### src/lfc_regs.svh
// Purpose: Timing counts and reset values for the LED flash trigger controller
// Assumes: 250 MHz system clock
// Notes:   Definitions only
`ifndef LFC_REGS_SVH
`define LFC_REGS_SVH

// ****************************************************************
// Clock and timing
// ****************************************************************
`define LFC_CLK_PERIOD_NS      4
// Longest offset from the pulse-per-second edge
`define LFC_OFFSET_MAX_NS      1000000
`define LFC_OFFSET_MAX_CYC     (`LFC_OFFSET_MAX_NS / `LFC_CLK_PERIOD_NS)
`define LFC_OFFSET_W           18
// Width of one LED trigger pulse, a least time, so rounded up
`define LFC_PULSE_NS           100
`define LFC_PULSE_CYC          ((`LFC_PULSE_NS + `LFC_CLK_PERIOD_NS - 1) / `LFC_CLK_PERIOD_NS)
`define LFC_DAC_BITS           10

// ****************************************************************
// Reset values of the settings
// ****************************************************************
`define LFC_LEDMASK_RESET      2'h3
`define LFC_OFFSET_RESET       18'h0_0000
`define LFC_DAC_RESET          16'h0000

`endif

### src/lfc_pkg.sv
// Purpose: Types shared by the LED flash trigger controller
// Assumes: Nothing
// Notes:   Timing and reset constants live in lfc_regs.svh
package lfc_pkg;

    // ****************************************************************
    // Trigger source selection
    // ****************************************************************
    typedef enum logic [1:0] {
        MODE_PPS_GATE   = 2'h0,
        MODE_FPGA       = 2'h1,
        MODE_PPS_OFFSET = 2'h2,
        MODE_OFF        = 2'h3
    } lfc_mode_e;

    // ****************************************************************
    // Sequencer states
    // ****************************************************************
    typedef enum logic [2:0] {
        ST_IDLE  = 3'h1,
        ST_DELAY = 3'h2,
        ST_PULSE = 3'h4
    } lfc_state_e;

endpackage

### src/lfc_led_flash_trigger.sv
// Purpose: Fires two calibration LEDs locked to the GPS pulse-per-second or to the FPGA delayed trigger
// Assumes: Settings arrive from an I2C register bank as a write strobe plus values
// Notes:   Fixed pin-to-LED latency; one clock of 4 ns is the timing grain
`timescale 1ns/1ns
`include "lfc_regs.svh"
module lfc_led_flash_trigger
    import lfc_pkg::*;
#(
    parameter int unsigned DAC_BITS       = `LFC_DAC_BITS,
    parameter int unsigned OFFSET_W       = `LFC_OFFSET_W,
    parameter int unsigned OFFSET_MAX_CYC = `LFC_OFFSET_MAX_CYC,
    parameter int unsigned PULSE_CYC      = `LFC_PULSE_CYC
) (
    input  wire logic                clk,
    input  wire logic                rst_n,
    input  wire logic                ppsIn,
    input  wire logic                ppsGateArm,
    input  wire logic                fpgaDelayedTrigger,
    input  wire logic                cfgWrite,
    input  wire lfc_mode_e           cfgMode,
    input  wire logic [1:0]          cfgLedMask,
    input  wire logic [OFFSET_W-1:0] cfgOffset,
    input  wire logic [DAC_BITS-1:0] cfgDacCode,
    output logic [1:0]               ledTrigger,
    output logic                     triggerFlag,
    output logic [DAC_BITS-1:0]      dacCode,
    output logic                     dacLoad,
    output logic                     gateArmed,
    output lfc_mode_e                modeActive
);

    // ****************************************************************
    // Pin synchronisers
    // ****************************************************************
    logic ppsRise;
    logic armLevel;
    logic armRise;
    logic fpgaRise;

    // Same depth on every path keeps pin-to-LED latency equal
    lfc_sync_edge uPpsSync (
        .clk       (clk),
        .rst_n     (rst_n),
        .asyncIn   (ppsIn),
        .syncLevel (),
        .riseEdge  (ppsRise)
    );

    lfc_sync_edge uArmSync (
        .clk       (clk),
        .rst_n     (rst_n),
        .asyncIn   (ppsGateArm),
        .syncLevel (armLevel),
        .riseEdge  (armRise)
    );

    lfc_sync_edge uFpgaSync (
        .clk       (clk),
        .rst_n     (rst_n),
        .asyncIn   (fpgaDelayedTrigger),
        .syncLevel (),
        .riseEdge  (fpgaRise)
    );

    // ****************************************************************
    // Settings
    // ****************************************************************
    lfc_mode_e             mode_reg;
    logic [1:0]            ledMask_reg;
    logic [OFFSET_W-1:0]   offset_reg;
    logic [DAC_BITS-1:0]   dacCode_reg;
    logic                  dacLoad_reg;
    logic [OFFSET_W-1:0]   offsetClamped;
    logic                  offsetTooBig;

    // Offsets past 1 ms are clamped rather than wrapped
    assign offsetTooBig  = cfgOffset > OFFSET_W'(OFFSET_MAX_CYC);
    assign offsetClamped = offsetTooBig ? OFFSET_W'(OFFSET_MAX_CYC) : cfgOffset;

    always_ff @(posedge clk or negedge rst_n) begin
        if (!rst_n) begin
            mode_reg    <= MODE_PPS_GATE;
            ledMask_reg <= `LFC_LEDMASK_RESET;
            offset_reg  <= OFFSET_W'(`LFC_OFFSET_RESET);
            dacCode_reg <= DAC_BITS'(`LFC_DAC_RESET);
        end else if (cfgWrite) begin
            mode_reg    <= cfgMode;
            ledMask_reg <= cfgLedMask;
            offset_reg  <= offsetClamped;
            dacCode_reg <= cfgDacCode;
        end
    end

    // Bias code pushed to the DAC after each settings write
    always_ff @(posedge clk or negedge rst_n) begin
        if (!rst_n) begin
            dacLoad_reg <= 1'b0;
        end else begin
            dacLoad_reg <= cfgWrite;
        end
    end

    // ****************************************************************
    // Gate arming
    // ****************************************************************
    logic  armed_reg;
    logic  armed_next;
    logic  gateConsume;
    logic  ppsMode;

    assign ppsMode = (mode_reg == MODE_PPS_GATE) || (mode_reg == MODE_PPS_OFFSET);

    // New arm edge wins over the clear from a firing in the same cycle
    assign armed_next = armRise ? 1'b1
                      : (gateConsume || !armLevel) ? 1'b0
                      : armed_reg;

    always_ff @(posedge clk or negedge rst_n) begin
        if (!rst_n) begin
            armed_reg <= 1'b0;
        end else begin
            armed_reg <= armed_next;
        end
    end

    // ****************************************************************
    // Trigger source decode
    // ****************************************************************
    lfc_state_e state_reg;
    logic       fireGate;
    logic       fireFpga;
    logic       startOffset;
    logic       fireNow;
    logic       idle;

    assign idle        = state_reg == ST_IDLE;
    assign fireGate    = idle && (mode_reg == MODE_PPS_GATE) && armed_reg && ppsRise;
    assign startOffset = idle && (mode_reg == MODE_PPS_OFFSET) && armed_reg && ppsRise;
    assign fireFpga    = idle && (mode_reg == MODE_FPGA) && fpgaRise;
    assign gateConsume = ppsMode && (fireGate || startOffset);
    assign fireNow     = fireGate || fireFpga || (startOffset && offset_reg == '0);

    // ****************************************************************
    // Sequencer
    // ****************************************************************
    lfc_state_e           state_next;
    logic [OFFSET_W-1:0]  count_reg;
    logic [OFFSET_W-1:0]  count_next;
    logic [1:0]           fireMask_reg;
    logic [1:0]           fireMask_next;
    logic                 countDone;

    assign countDone = count_reg == '0;

    // Triggers arriving during a delay or pulse are dropped
    always_comb begin
        state_next    = state_reg;
        count_next    = count_reg;
        fireMask_next = fireMask_reg;
        case (state_reg)
            ST_IDLE: begin
                if (fireNow) begin
                    state_next    = ST_PULSE;
                    count_next    = OFFSET_W'(PULSE_CYC - 1);
                    fireMask_next = ledMask_reg;
                end else if (startOffset) begin
                    state_next    = ST_DELAY;
                    count_next    = offset_reg - OFFSET_W'(1);
                    fireMask_next = ledMask_reg;
                end
            end
            ST_DELAY: begin
                if (countDone) begin
                    state_next = ST_PULSE;
                    count_next = OFFSET_W'(PULSE_CYC - 1);
                end else begin
                    count_next = count_reg - OFFSET_W'(1);
                end
            end
            ST_PULSE: begin
                if (countDone) begin
                    state_next = ST_IDLE;
                end else begin
                    count_next = count_reg - OFFSET_W'(1);
                end
            end
            default: begin
                state_next = ST_IDLE;
                count_next = '0;
            end
        endcase
    end

    always_ff @(posedge clk or negedge rst_n) begin
        if (!rst_n) begin
            state_reg    <= ST_IDLE;
            count_reg    <= '0;
            fireMask_reg <= 2'h0;
        end else begin
            state_reg    <= state_next;
            count_reg    <= count_next;
            fireMask_reg <= fireMask_next;
        end
    end

    // ****************************************************************
    // Outputs
    // ****************************************************************
    logic [1:0] ledTrigger_reg;
    logic       triggerFlag_reg;
    logic       pulseNext;

    assign pulseNext = state_next == ST_PULSE;

    // Registered so both LEDs switch on the same edge
    always_ff @(posedge clk or negedge rst_n) begin
        if (!rst_n) begin
            ledTrigger_reg  <= 2'h0;
            triggerFlag_reg <= 1'b0;
        end else begin
            ledTrigger_reg  <= pulseNext ? fireMask_next : 2'h0;
            triggerFlag_reg <= pulseNext && (fireMask_next != 2'h0);
        end
    end

    assign ledTrigger  = ledTrigger_reg;
    assign triggerFlag = triggerFlag_reg;
    assign dacCode     = dacCode_reg;
    assign dacLoad     = dacLoad_reg;
    assign gateArmed   = armed_reg;
    assign modeActive  = mode_reg;

endmodule

### src/lfc_sync_edge.sv
// Purpose: Two-flop synchroniser with rising-edge detect
// Assumes: Input is asynchronous to clk
// Notes:   Edge is seen two clocks after the pin settles
`timescale 1ns/1ns
module lfc_sync_edge (
    input  wire logic clk,
    input  wire logic rst_n,
    input  wire logic asyncIn,
    output logic      syncLevel,
    output logic      riseEdge
);

    logic meta_reg;
    logic sync_reg;
    logic prev_reg;

    // First flop is read by the second only
    always_ff @(posedge clk or negedge rst_n) begin
        if (!rst_n) begin
            meta_reg <= 1'b0;
            sync_reg <= 1'b0;
            prev_reg <= 1'b0;
        end else begin
            meta_reg <= asyncIn;
            sync_reg <= meta_reg;
            prev_reg <= sync_reg;
        end
    end

    assign syncLevel = sync_reg;
    assign riseEdge  = sync_reg & ~prev_reg;

endmodule

### config.mk
export PLATFORM = sky130hd
export DESIGN_NAME = lfc_led_flash_trigger
export DESIGN_NICKNAME = d
export VERILOG_FILES = /design/src/lfc_pkg.sv /design/src/lfc_led_flash_trigger.sv /design/src/lfc_sync_edge.sv
export VERILOG_INCLUDE_DIRS = /design/src
export SDC_FILE = /design/constraint.sdc
export NUM_CORES = 1
export LEC_CHECK = 0
export ABC_AREA = 1
export BUFFER_PORTS_ARGS = -buffer_cell sky130_fd_sc_hd__buf_4
export CAP_MARGIN = 20
export CORE_MARGIN = 2
export CORE_UTILIZATION = 25
export CTS_BUF_LIST = sky130_fd_sc_hd__clkbuf_16
export DETAILED_ROUTE_END_ITERATION = 7
export PLACE_DENSITY = 0.4
export SETUP_SLACK_MARGIN = 0.05
export SKIP_CTS_REPAIR_TIMING = 1
export SLEW_MARGIN = 20
export SYNTH_ARGS = -nofsm -noshare
export SYNTH_HDL_FRONTEND = slang
export SYNTH_SLANG_ARGS = --single-unit
### constraint.sdc
create_clock -name clk -period 3.4 [get_ports clk]
set_input_delay 0.17 -clock clk [delete_from_list [all_inputs] [get_ports clk]]
set_output_delay 0.17 -clock clk [all_outputs]
set_load 0.01 [all_outputs]
==> report_table.html, run 1 <==
<table>
<tr><th>Metric</th><th>Value</th></tr>
<tr><th colspan="2">Status</th></tr>
<tr><td>Result of the run</td><td>finished with violations</td></tr>
<tr><td>Failing checks</td><td>hold timing</td></tr>
<tr><th colspan="2">Placement</th></tr>
<tr><td>Quantity of I/O buffers inserted on ports</td><td>54</td></tr>
<tr><td>Final RePlAce weighted congestion</td><td>slightly below 0.8</td></tr>
<tr><td>Worst-case setup slack after placement</td><td>1.16 ns</td></tr>
<tr><td>DP Wirelength</td><td>about 7700 um</td></tr>
<tr><td>DP Cell Count</td><td>roughly 770</td></tr>
<tr><th colspan="2">STA</th></tr>
<tr><td>Pin slew with the least headroom to its limit</td><td>approximately 0.94 ns</td></tr>
<tr><td>Number of max-slew violations in the final report</td><td>0</td></tr>
<tr><td>Unrepaired setup endpoints after global routing</td><td>no</td></tr>
<tr><td>Normalized max-slew margin</td><td>around 37%</td></tr>
<tr><td>Clk_skew</td><td>0.0110 ns</td></tr>
<tr><td>FMAX</td><td>about 0.44 GHz</td></tr>
<tr><td>Minimum clock period</td><td>2.27 ns</td></tr>
<tr><td>Final Setup Violations</td><td>0</td></tr>
<tr><td>Final Hold Violating Endpoints</td><td>34</td></tr>
<tr><td>Final worst-path cycle share</td><td>66.7%</td></tr>
<tr><td>Total Neg Setup Slack</td><td>0 ns</td></tr>
<tr><td>Setup ws final</td><td>~1.1 ns</td></tr>
<tr><td>Worst hold slack across all endpoints</td><td>-0.0742 ns</td></tr>
<tr><th colspan="2">Critical path</th></tr>
<tr><td>Type of destination of the critical path</td><td>register</td></tr>
<tr><td>Depth of the worst register-to-register path</td><td>8</td></tr>
<tr><td>R2r endpoint</td><td>count_reg[1]</td></tr>
<tr><td>Crit path DAT</td><td>between 2 and 2.5 ns</td></tr>
<tr><td>Sort of element at the start of the critical path</td><td>register</td></tr>
<tr><td>Origin of the critical flop-to-flop path</td><td>count_reg[10]</td></tr>
<tr><td>Start point of the critical path</td><td>count_reg[10]</td></tr>
<tr><td>Largest fanout of any net on the critical path</td><td>15</td></tr>
<tr><td>Register-to-Register Setup Slack</td><td>about 1.1 ns</td></tr>
<tr><td>Worst path required time</td><td>roughly 3.6 ns</td></tr>
<tr><td>Kind of critical path</td><td>register to register</td></tr>
<tr><th colspan="2">CTS</th></tr>
<tr><td>Total clock sinks</td><td>around 70</td></tr>
<tr><td>Clock insertion delay at the later pin of the skew report</td><td>~0.34 ns</td></tr>
<tr><td>H-tree lvl count</td><td>3</td></tr>
<tr><td>Clock-pin transition on the worst setup and hold timing paths</td><td>0.06 ns</td></tr>
<tr><td>Clock tree from TritonCTS</td><td>yes</td></tr>
<tr><td>Number of buffers added by the clock tree synthesis step</td><td>9</td></tr>
<tr><td>Root buf cell</td><td>clkbuf_16</td></tr>
<tr><td>CTS Buffer Depth</td><td>2</td></tr>
<tr><th colspan="2">Global route</th></tr>
<tr><td>Global-route total usage across every layer</td><td>14.0%</td></tr>
<tr><td>Pin count of the biggest net entering global routing</td><td>70</td></tr>
<tr><td>Wire length of the first global-routing pass</td><td>18100 um</td></tr>
<tr><td>Vias in the first global route</td><td>around 3600</td></tr>
<tr><td>Remaining global-route overflow</td><td>0</td></tr>
<tr><td>Initial antenna violation count</td><td>0</td></tr>
<tr><th colspan="2">Worst hold path</th></tr>
<tr><td>Path category of the worst min-delay check</td><td>input pin to asynchronous set/reset pin</td></tr>
<tr><th colspan="2">Detailed routing</th></tr>
<tr><td>Number of design rule violations left after detail routing</td><td>0</td></tr>
<tr><td>Routed wire length</td><td>10600 um</td></tr>
<tr><td>Number of nets with antenna violations after routing</td><td>0</td></tr>
<tr><td>Average wire per cell in the routed design</td><td>13.5 um</td></tr>
<tr><td>DR iter-0 viols</td><td>between 150 and 200</td></tr>
<tr><td>Average via count per standard cell</td><td>~4.4</td></tr>
<tr><td>Routed vias</td><td>roughly 3500</td></tr>
<tr><td>Number of iterations in the first detailed-routing pass</td><td>4</td></tr>
<tr><th colspan="2">Synthesis</th></tr>
<tr><td>Proportion of register bits with asynchronous set or reset after synthesis</td><td>between 90% and 100%</td></tr>
<tr><td>Post-Synthesis Cells</td><td>between 500 and 600</td></tr>
<tr><td>Most area-consuming cells after synthesis</td><td>dfrtp_1 43%, nand2_1 20%, nor2_1 7.1%, nand3_1 5.3%, inv_1 4.2%</td></tr>
<tr><td>Cell taking the most area after synthesis</td><td>dfrtp_1</td></tr>
<tr><td>Proportion of netlist area held by the largest area contributor</td><td>a little over two fifths</td></tr>
<tr><td>Synthesis Warnings</td><td>0</td></tr>
<tr><td>Number of enable flip-flop cells after synthesis</td><td>0</td></tr>
<tr><td>Top cell types by occurrence after synthesis</td><td>204 x nand2_1, 73 x nor2_1, 66 x dfrtp_1</td></tr>
<tr><td>Count of unique library cells instantiated by Yosys</td><td>35</td></tr>
<tr><td>Commonest register cell after synthesis</td><td>dfrtp_1</td></tr>
<tr><td>Avg Inst Size Synth</td><td>between 7 and 8 um^2</td></tr>
<tr><td>Combined area of all synthesized cells</td><td>just under 4000 um^2</td></tr>
<tr><td>Library cell with the highest instance count after synthesis</td><td>nand2_1</td></tr>
<tr><td>Yosys reg bits</td><td>69</td></tr>
<tr><td>Syn nets</td><td>approximately 580</td></tr>
<tr><td>Sequential element share of the synthesized area</td><td>around 45%</td></tr>
<tr><th colspan="2">Floorplan</th></tr>
<tr><td>Core area</td><td>15200 um^2</td></tr>
<tr><td>Number of standard-cell rows in the floorplan</td><td>between 40 and 50</td></tr>
<tr><td>Total die area</td><td>approximately 17000 um^2</td></tr>
<tr><td>Die Wd</td><td>129 um</td></tr>
<tr><td>Die span in y</td><td>around 130 um</td></tr>
<tr><td>Starting density of the core</td><td>roughly 26%</td></tr>
<tr><td>Number of top-level pins</td><td>55</td></tr>
<tr><th colspan="2">Flow run</th></tr>
<tr><td>Max-cap violations</td><td>0</td></tr>
<tr><th colspan="2">Layout</th></tr>
<tr><td>Area growth syn-to-layout</td><td>22.2%</td></tr>
<tr><td>Filler instances</td><td>about 1700</td></tr>
<tr><td>Antenna diodes</td><td>0</td></tr>
<tr><td>Area occupied by multi-input gates</td><td>~1900 um^2</td></tr>
<tr><td>Final layout net count</td><td>between 600 and 700</td></tr>
<tr><td>Fraction of final layout cells sized beyond drive strength 1</td><td>approximately 15%</td></tr>
<tr><td>Number of standard cells in the final layout excluding fillers</td><td>around 780</td></tr>
<tr><td>Sequential cell area</td><td>between 1500 and 2000 um^2</td></tr>
<tr><td>Final design utilization</td><td>approximately 31%</td></tr>
<tr><th colspan="2">Pwr</th></tr>
<tr><td>Maximum resistive drop on vdd</td><td>~0.00024 V</td></tr>
<tr><td>Pwr Density</td><td>around 670 nW/um^2</td></tr>
<tr><td>Power, Total</td><td>3.19 mW</td></tr>
<tr><td>Leak pwr</td><td>2.41 nW</td></tr>
</table>
==> power by group <==
part           internal (mW)  switching [mW]
clock network          0.502           0.385
registers              0.985           0.151
logic                  0.403           0.768
total                   1.89            1.30
==> critical path, stage by stage (launching register included) <==
cell	delay [ns]
dfrtp_1	0.43
nor2_2	0.22
nand2_2	0.09
nor2_4	0.15
nand3_2	0.10
o21ai_2	0.48
inv_1	0.44
nand2_1	0.17
nand2_1	0.06
==> cell type report <==
class	instances	share of cell area, %
Clock buffer	9	4.75
Sequential cell	69	36.5
Timing Repair Buffer	58	9.35
Inverter	45	3.56
Multi-Input combinational cell	408	39.7
Tap cell	188	4.96
Clock inverter	7	1.14
==> stage by stage <==
step	area [um^2]	hold WS (ns)
detailed placement	4430	0.280
floorplan	3880	-0.126
global route	4740	0.0247
finish	4740	-0.0742
CTS	4710	-0.0868
global placement	4430	0.280
==> cell families after synthesis <==
| family | after synthesis | share of synthesized area [%] |
|---|---|---|
| AND/OR/NAND/NOR | 354 | 38.9 |
| buffers and inverters | 58 | 6.87 |
| adder cells (fa/ha/maj) | 4 | 1.29 |
| XOR/XNOR | 15 | 3.39 |
| AO/OA/AOI/OAI | 35 | 4.94 |
| flip-flops | 69 | 44.6 |
==> cells in the final DEF (no fill, tap or decap), types with 3 or more instances in the layout <==
cell,count
xnor2_1,8
dfstp_2,3
nand3b_1,6
o21ai_0,13
buf_4,55
nand3_1,41
nand2_2,3
xor2_1,7
nor3_1,6
nand4_1,6
clkbuf_16,9
inv_1,43
dfrtp_1,66
nand3_2,6
dlygate4sd3_1,3
ha_1,4
inv_6,4
nor2_1,73
o21ai_1,10
a21oi_1,6
nand2_1,204
==> how the worst max path moves through the flow <==
stage               endpoint  slack, ns  cells after the start
2_1_floorplan   count_reg[8]       1.86                     11
3_3_place_gp   count_reg[13]       1.18                      8
3_5_place_dp    count_reg[1]       1.16                      8
4_1_cts         count_reg[1]       1.14                      8
5_1_grt         count_reg[5]       0.84                      8
6_report        count_reg[1]       1.13                      8
==> per-layer routing <==
metal  share of wire (%)  routed length (um)  vias up  GRT usage (%)
met3                 5.1                 538       11           3.70
met4                 1.6                 165        0           4.54
met1                  49                5130     1610           18.5
met2                  45                4720       75           22.3
met5                   0                   0        -              0
li1                    -                   -     1791              -
(Power assumes the default switching activity.)
==> inputs of run 2 (changes only) <==
- clock period: 3.4 -> 2.3 ns (I/O delays scaled with it)
==> run 2 against run 1 <==
Against the previous run: the run still ends with hold timing left; largest power group unchanged; cell area rose by 3.4%; wire length hardly changed; fmax increased by 13%; critical endpoint unchanged.
==> report_table.html, run 2 (synthesis results as in run 1) <==
<table>
<tr><th>Metric</th><th>Value</th></tr>
<tr><th colspan="2">Critical path</th></tr>
<tr><td>Depth of the worst register-to-register path</td><td>8</td></tr>
<tr><td>Start point of the critical path</td><td>state_reg[0]</td></tr>
<tr><td>Register-to-Register Setup Slack</td><td>roughly 0.30 ns</td></tr>
<tr><td>Type of destination of the critical path</td><td>register</td></tr>
<tr><td>Crit path DAT</td><td>roughly 2.3 ns</td></tr>
<tr><td>Sort of element at the start of the critical path</td><td>register</td></tr>
<tr><td>Largest fanout of any net on the critical path</td><td>15</td></tr>
<tr><td>Origin of the critical flop-to-flop path</td><td>state_reg[0]</td></tr>
<tr><td>Worst path required time</td><td>~2.6 ns</td></tr>
<tr><td>R2r endpoint</td><td>count_reg[1]</td></tr>
<tr><td>Kind of critical path</td><td>register to register</td></tr>
<tr><th colspan="2">STA</th></tr>
<tr><td>Final Hold Violating Endpoints</td><td>3</td></tr>
<tr><td>Number of max-slew violations in the final report</td><td>0</td></tr>
<tr><td>Setup ws final</td><td>about 0.30 ns</td></tr>
<tr><td>Normalized max-slew margin</td><td>a little under two fifths</td></tr>
<tr><td>Worst hold slack across all endpoints</td><td>-0.0250 ns</td></tr>
<tr><td>Total Neg Setup Slack</td><td>0 ns</td></tr>
<tr><td>FMAX</td><td>about 0.5 GHz</td></tr>
<tr><td>Final Setup Violations</td><td>0</td></tr>
<tr><td>Clk_skew</td><td>between 0.008 and 0.009 ns</td></tr>
<tr><td>Minimum clock period</td><td>~2.0 ns</td></tr>
<tr><td>Pin slew with the least headroom to its limit</td><td>~0.94 ns</td></tr>
<tr><td>Unrepaired setup endpoints after global routing</td><td>no</td></tr>
<tr><td>Final worst-path cycle share</td><td>87.0%</td></tr>
<tr><th colspan="2">Status</th></tr>
<tr><td>Result of the run</td><td>finished with violations</td></tr>
<tr><td>Failing checks</td><td>hold timing</td></tr>
<tr><th colspan="2">CTS</th></tr>
<tr><td>Root buf cell</td><td>clkbuf_16</td></tr>
<tr><td>Clock tree from TritonCTS</td><td>yes</td></tr>
<tr><td>Total clock sinks</td><td>69</td></tr>
<tr><td>CTS Buffer Depth</td><td>2</td></tr>
<tr><td>Number of buffers added by the clock tree synthesis step</td><td>9</td></tr>
<tr><td>Clock-pin transition on the worst setup and hold timing paths</td><td>0.06 ns</td></tr>
<tr><td>H-tree lvl count</td><td>3</td></tr>
<tr><td>Clock insertion delay at the later pin of the skew report</td><td>0.34 ns</td></tr>
<tr><th colspan="2">Detailed routing</th></tr>
<tr><td>Number of nets with antenna violations after routing</td><td>0</td></tr>
<tr><td>Number of iterations in the first detailed-routing pass</td><td>4</td></tr>
<tr><td>DR iter-0 viols</td><td>between 200 and 250</td></tr>
<tr><td>Routed wire length</td><td>between 10000 and 15000 um</td></tr>
<tr><td>Routed vias</td><td>3524</td></tr>
<tr><td>Average via count per standard cell</td><td>between 4 and 5</td></tr>
<tr><td>Average wire per cell in the routed design</td><td>approximately 13 um</td></tr>
<tr><td>Number of design rule violations left after detail routing</td><td>0</td></tr>
<tr><th colspan="2">Global route</th></tr>
<tr><td>Vias in the first global route</td><td>between 3000 and 4000</td></tr>
<tr><td>Global-route total usage across every layer</td><td>between 10% and 20%</td></tr>
<tr><td>Pin count of the biggest net entering global routing</td><td>70</td></tr>
<tr><td>Initial antenna violation count</td><td>0</td></tr>
<tr><td>Remaining global-route overflow</td><td>0</td></tr>
<tr><td>Wire length of the first global-routing pass</td><td>17900 um</td></tr>
<tr><th colspan="2">Pwr</th></tr>
<tr><td>Power, Total</td><td>4.90 mW</td></tr>
<tr><td>Pwr Density</td><td>1000 nW/um^2</td></tr>
<tr><td>Leak pwr</td><td>between 2 and 2.5 nW</td></tr>
<tr><td>Maximum resistive drop on vdd</td><td>~0.00038 V</td></tr>
<tr><th colspan="2">Layout</th></tr>
<tr><td>Antenna diodes</td><td>0</td></tr>
<tr><td>Area growth syn-to-layout</td><td>26.3%</td></tr>
<tr><td>Final layout net count</td><td>645</td></tr>
<tr><td>Commonest non-fill, non-tap cells in the layout</td><td>204 x nand2_1, 73 x nor2_1, 66 x dfrtp_1</td></tr>
<tr><td>Commonest non-fill, non-tap cell in the layout</td><td>nand2_1</td></tr>
<tr><td>Fraction of final layout cells sized beyond drive strength 1</td><td>between 10 and 15%</td></tr>
<tr><td>Number of standard cells in the final layout excluding fillers</td><td>796</td></tr>
<tr><td>Final design utilization</td><td>about 32%</td></tr>
<tr><th colspan="2">Floorplan</th></tr>
<tr><td>Die Wd</td><td>approximately 130 um</td></tr>
<tr><td>Die span in y</td><td>~130 um</td></tr>
<tr><td>Number of standard-cell rows in the floorplan</td><td>45</td></tr>
<tr><td>Core area</td><td>between 15000 and 20000 um^2</td></tr>
<tr><td>Total die area</td><td>~17000 um^2</td></tr>
<tr><td>Number of top-level pins</td><td>55</td></tr>
<tr><td>Starting density of the core</td><td>25.5%</td></tr>
<tr><th colspan="2">Flow run</th></tr>
<tr><td>Max-cap violations</td><td>0</td></tr>
<tr><th colspan="2">Placement</th></tr>
<tr><td>Worst-case setup slack after placement</td><td>0.324 ns</td></tr>
<tr><td>Final RePlAce weighted congestion</td><td>approximately 0.81</td></tr>
<tr><td>DP Wirelength</td><td>7670 um</td></tr>
<tr><td>DP Cell Count</td><td>roughly 770</td></tr>
<tr><td>Quantity of I/O buffers inserted on ports</td><td>54</td></tr>
<tr><th colspan="2">Worst hold path</th></tr>
<tr><td>Number of cells on the worst hold path</td><td>3</td></tr>
<tr><td>End point of the worst hold path</td><td>dacCode[1]</td></tr>
<tr><td>Hold path startpoint</td><td>cfgDacCode[1]</td></tr>
<tr><td>Path category of the worst min-delay check</td><td>input pin to register</td></tr>
</table>
-- run 2: cell count changes in the layout (fill, tap and decap cells not counted), sizes merged --
cell and change:
inv -3, bufinv +2, clkinvlp +1, dlygate4sd3 +12
-- run 2: critical path: stages (launching register included) --
cell      delay, ns
dfstp_2        0.54
nand3_2        0.12
inv_2          0.21
nand3b_1       0.17
nand3_1        0.17
o21ai_2        0.11
inv_1          0.43
nand2_1        0.12
nand2_1        0.08
-- run 2: worst max path at each step --
stage | end | slack, ns | depth (start not counted)
after detailed placement | count_reg[1] | 0.32 | 8
after global routing | count_reg[8] | 0.11 | 9
after floorplan | count_reg[8] | 0.76 | 11
after global placement | count_reg[3] | 0.33 | 8
final | count_reg[1] | 0.30 | 8
after CTS | count_reg[10] | 0.30 | 8
-- run 2: through the flow --
| step | hold slack (ns) | cell area (um^2) |
|---|---|---|
| final | -0.0250 | 4900 |
| after global placement | 0.225 | 4430 |
| after CTS | -0.134 | 4750 |
| after global routing | 0.00330 | 4900 |
| after detailed placement | 0.226 | 4430 |
| after floorplan | -0.181 | 3880 |
-- run 2: final cells by class --
type | instances | area (um^2)
clock inverter | 7 | 92.6
fill | 1646 | 10300
tap | 188 | 235
clock buffer | 9 | 225
multi-input combinational | 408 | 1880
sequential | 69 | 1730
inverter | 45 | 169
timing repair buffer | 70 | 563
-- run 2: report_power, final --
part / switching, mW / internal (mW)
logic: 1.13 / 0.610
registers: 0.232 / 1.46
clock network: 0.533 / 0.945
-- run 2: layer usage --
| layer | GRT usage, % | part of all wire, % | wire length [um] |
|---|---|---|---|
| met1 | 18.1 | 49 | 5140 |
| met3 | 4.03 | 4.6 | 489 |
| met2 | 22.0 | 45 | 4710 |
| met5 | 0 | 0 | 0 |
| met4 | 4.73 | 2.1 | 227 |
==> inputs of run 3 (changes only) <==
- CORE_UTILIZATION: 25 -> 44
- PLACE_DENSITY: 0.4 -> 0.63
==> run 3 against run 2 <==
Against the previous run: the flow still finishes with violations (hold timing); sequential cell count did not move; clock skew down 0.0032 ns; die area is 42% lower; sequential share of layout area is 0.66 points higher; register-to-register slack gained 0.13 ns; global-route usage is 6.5 points higher; critical endpoint is now count_reg[2]; critical path depth increased by 1; via count down 0.65%.
==> report_table.html, run 3 (synthesis results as in run 1) <==
<table>
<tr><th>Metric</th><th>Value</th></tr>
<tr><th colspan="2">Detailed routing</th></tr>
<tr><td>Number of nets with antenna violations after routing</td><td>0</td></tr>
<tr><td>Average wire per cell in the routed design</td><td>roughly 13 um</td></tr>
<tr><td>DR iter-0 viols</td><td>between 100 and 150</td></tr>
<tr><td>Average via count per standard cell</td><td>around 4.9</td></tr>
<tr><td>Number of design rule violations left after detail routing</td><td>0</td></tr>
<tr><td>Routed wire length</td><td>slightly above 9000 um</td></tr>
<tr><td>Routed vias</td><td>3501</td></tr>
<tr><td>Number of iterations in the first detailed-routing pass</td><td>4</td></tr>
<tr><th colspan="2">Global route</th></tr>
<tr><td>GR met1 Demand/Resource</td><td>between 20% and 30%</td></tr>
<tr><td>Routing usage on met3</td><td>between 4 and 5%</td></tr>
<tr><td>Global-route total usage across every layer</td><td>between 20% and 30%</td></tr>
<tr><td>Met2 usage</td><td>between 30 and 40%</td></tr>
<tr><td>Wire length of the first global-routing pass</td><td>roughly 16000 um</td></tr>
<tr><td>Initial antenna violation count</td><td>0</td></tr>
<tr><td>Gr busiest metal</td><td>met2</td></tr>
<tr><td>Pin count of the biggest net entering global routing</td><td>70</td></tr>
<tr><td>Vias in the first global route</td><td>~3500</td></tr>
<tr><td>Remaining global-route overflow</td><td>0</td></tr>
<tr><th colspan="2">Floorplan</th></tr>
<tr><td>Total die area</td><td>9580 um^2</td></tr>
<tr><td>Number of top-level pins</td><td>55</td></tr>
<tr><td>Number of standard-cell rows in the floorplan</td><td>34</td></tr>
<tr><td>Core area</td><td>~8600 um^2</td></tr>
<tr><td>Die span in y</td><td>slightly below 100 um</td></tr>
<tr><td>Starting density of the core</td><td>approximately 45%</td></tr>
<tr><td>Die Wd</td><td>approximately 100 um</td></tr>
<tr><th colspan="2">CTS</th></tr>
<tr><td>H-tree lvl count</td><td>3</td></tr>
<tr><td>Root buf cell</td><td>clkbuf_16</td></tr>
<tr><td>Number of buffers added by the clock tree synthesis step</td><td>9</td></tr>
<tr><td>CTS Buffer Depth</td><td>2</td></tr>
<tr><td>Total clock sinks</td><td>just under 70</td></tr>
<tr><td>Clock-pin transition on the worst setup and hold timing paths</td><td>0.06 ns</td></tr>
<tr><td>Clock tree from TritonCTS</td><td>yes</td></tr>
<tr><td>Clock insertion delay at the later pin of the skew report</td><td>0.33 ns</td></tr>
<tr><th colspan="2">Status</th></tr>
<tr><td>Result of the run</td><td>finished with violations</td></tr>
<tr><td>Failing checks</td><td>hold timing</td></tr>
<tr><th colspan="2">STA</th></tr>
<tr><td>Number of max-slew violations in the final report</td><td>0</td></tr>
<tr><td>Worst hold slack across all endpoints</td><td>-0.0142 ns</td></tr>
<tr><td>Final Hold Violating Endpoints</td><td>2</td></tr>
<tr><td>Normalized max-slew margin</td><td>41.7%</td></tr>
<tr><td>Pin slew with the least headroom to its limit</td><td>around 0.87 ns</td></tr>
<tr><td>Final Setup Violations</td><td>0</td></tr>
<tr><td>Final worst-path cycle share</td><td>between 80% and 90%</td></tr>
<tr><td>Unrepaired setup endpoints after global routing</td><td>no</td></tr>
<tr><td>Minimum clock period</td><td>around 1.9 ns</td></tr>
<tr><td>Setup ws final</td><td>around 0.43 ns</td></tr>
<tr><td>FMAX</td><td>~0.53 GHz</td></tr>
<tr><td>Total Neg Setup Slack</td><td>0 ns</td></tr>
<tr><td>Clk_skew</td><td>0.00529 ns</td></tr>
<tr><th colspan="2">Layout</th></tr>
<tr><td>Final layout net count</td><td>645</td></tr>
<tr><td>Commonest non-fill, non-tap cell in the layout</td><td>nand2_1</td></tr>
<tr><td>Filler instances</td><td>819</td></tr>
<tr><td>Antenna diodes</td><td>0</td></tr>
<tr><td>Commonest non-fill, non-tap cells in the layout</td><td>204 x nand2_1, 73 x nor2_1, 66 x dfrtp_1</td></tr>
<tr><td>Area growth syn-to-layout</td><td>23.9%</td></tr>
<tr><td>Fraction of final layout cells sized beyond drive strength 1</td><td>15.3%</td></tr>
<tr><th colspan="2">Critical path</th></tr>
<tr><td>Largest fanout of any net on the critical path</td><td>12</td></tr>
<tr><td>Maximum cell stage delay along the critical path</td><td>between 0.5 and 0.6 ns</td></tr>
<tr><td>Crit path DAT</td><td>2.09 ns</td></tr>
<tr><td>Worst path required time</td><td>2.52 ns</td></tr>
<tr><td>Sort of element at the start of the critical path</td><td>register</td></tr>
<tr><td>Register-to-Register Setup Slack</td><td>between 0.4 and 0.5 ns</td></tr>
<tr><td>Slowest library cell on the worst path</td><td>dfstp_2</td></tr>
<tr><td>Cell chain of the critical path</td><td>nand3_2 &gt; inv_2 &gt; nand3_1 &gt; nand2_1 &gt; inv_1 &gt; nand3_1 &gt; o21ai_1 &gt; nand2_1 &gt; nand2_1</td></tr>
<tr><td>Cell seen most often among critical-path stages</td><td>nand2_1</td></tr>
<tr><td>Kind of critical path</td><td>register to register</td></tr>
<tr><td>Type of destination of the critical path</td><td>register</td></tr>
<tr><th colspan="2">Placement</th></tr>
<tr><td>DP Wirelength</td><td>6700 um</td></tr>
<tr><td>Worst-case setup slack after placement</td><td>0.440 ns</td></tr>
<tr><td>Final RePlAce weighted congestion</td><td>between 0.9 and 1</td></tr>
<tr><td>Quantity of I/O buffers inserted on ports</td><td>54</td></tr>
<tr><th colspan="2">Pwr</th></tr>
<tr><td>Pwr Density</td><td>1020 nW/um^2</td></tr>
<tr><td>Maximum resistive drop on vdd</td><td>0.000390 V</td></tr>
<tr><td>Leak pwr</td><td>2.48 nW</td></tr>
<tr><th colspan="2">Worst hold path</th></tr>
<tr><td>Path category of the worst min-delay check</td><td>input pin to register</td></tr>
<tr><th colspan="2">Flow run</th></tr>
<tr><td>Max-cap violations</td><td>0</td></tr>
</table>
==> run 3: cell types whose count changed in the layout (fill, tap and decap cells not counted), sizes merged <==
cell,delta
clkinv,-3
inv,+3
buf,+1
dlygate4sd3,-1
==> run 3: path summary, 6_finish.rpt <==
check	start	cells past startpoint	end
min reg2reg	uFpgaSync.meta_reg	0	uFpgaSync.syncLevel
max in group asynchronous	rst_n	2	offset_reg[14]
max reg2reg	state_reg[0]	9	count_reg[2]
max	state_reg[0]	9	count_reg[2]
min in group asynchronous	rst_n	2	count_reg[13]
min	cfgDacCode[3]	3	dacCode[3]
==> run 3: final cells by class <==
| class | instances | area, um^2 | share of cell area, % |
|---|---|---|---|
| Clock buffer | 9 | 225 | 4.69 |
| Inverter | 45 | 169 | 3.51 |
| Tap cell | 108 | 135 | 2.81 |
| Multi-Input combinational cell | 408 | 1880 | 39.1 |
| Timing Repair Buffer | 70 | 561 | 11.7 |
| Sequential cell | 69 | 1730 | 36.0 |
| Clock inverter | 7 | 105 | 2.19 |
==> run 3: through the flow <==
| step | instance area [um^2] | utilization [%] | total power [mW] | std cells |
|---|---|---|---|---|
| 6_report | 4810 | 55.7 | 4.92 | 716 |
| 5_1_grt | 4810 | 55.7 | 5.29 | 716 |
| 4_1_cts | 4670 | 54.0 | 4.93 | 702 |
| 3_5_place_dp | 4340 | 50.2 | 3.38 | 686 |
| 3_3_place_gp | 4340 | 50.2 | 3.35 | 686 |
| 2_1_floorplan | 3880 | - | 3.01 | 535 |
==> run 3: power by group <==
| part | total (mW) | internal [mW] | leakage (nW) | switching (mW) |
|---|---|---|---|---|
| clock network | 1.53 | 0.968 | 0.159 | 0.560 |
| registers | 1.68 | 1.46 | 0.850 | 0.228 |
| logic | 1.70 | 0.610 | 1.47 | 1.09 |
==> run 3: layer usage <==
metal	vias to the layer above	routed length [um]
met5	-	0
met4	0	126
met3	11	458
met2	94	4200
met1	1580	4480
li1	1816	-
==> run 3: critical path: cells and delay by family, from the launching register on <==
family | cells | cell delay, ns
simple gates | 6 | 0.84
flops | 1 | 0.55
buf+inv | 2 | 0.25
compound gates | 1 | 0.13
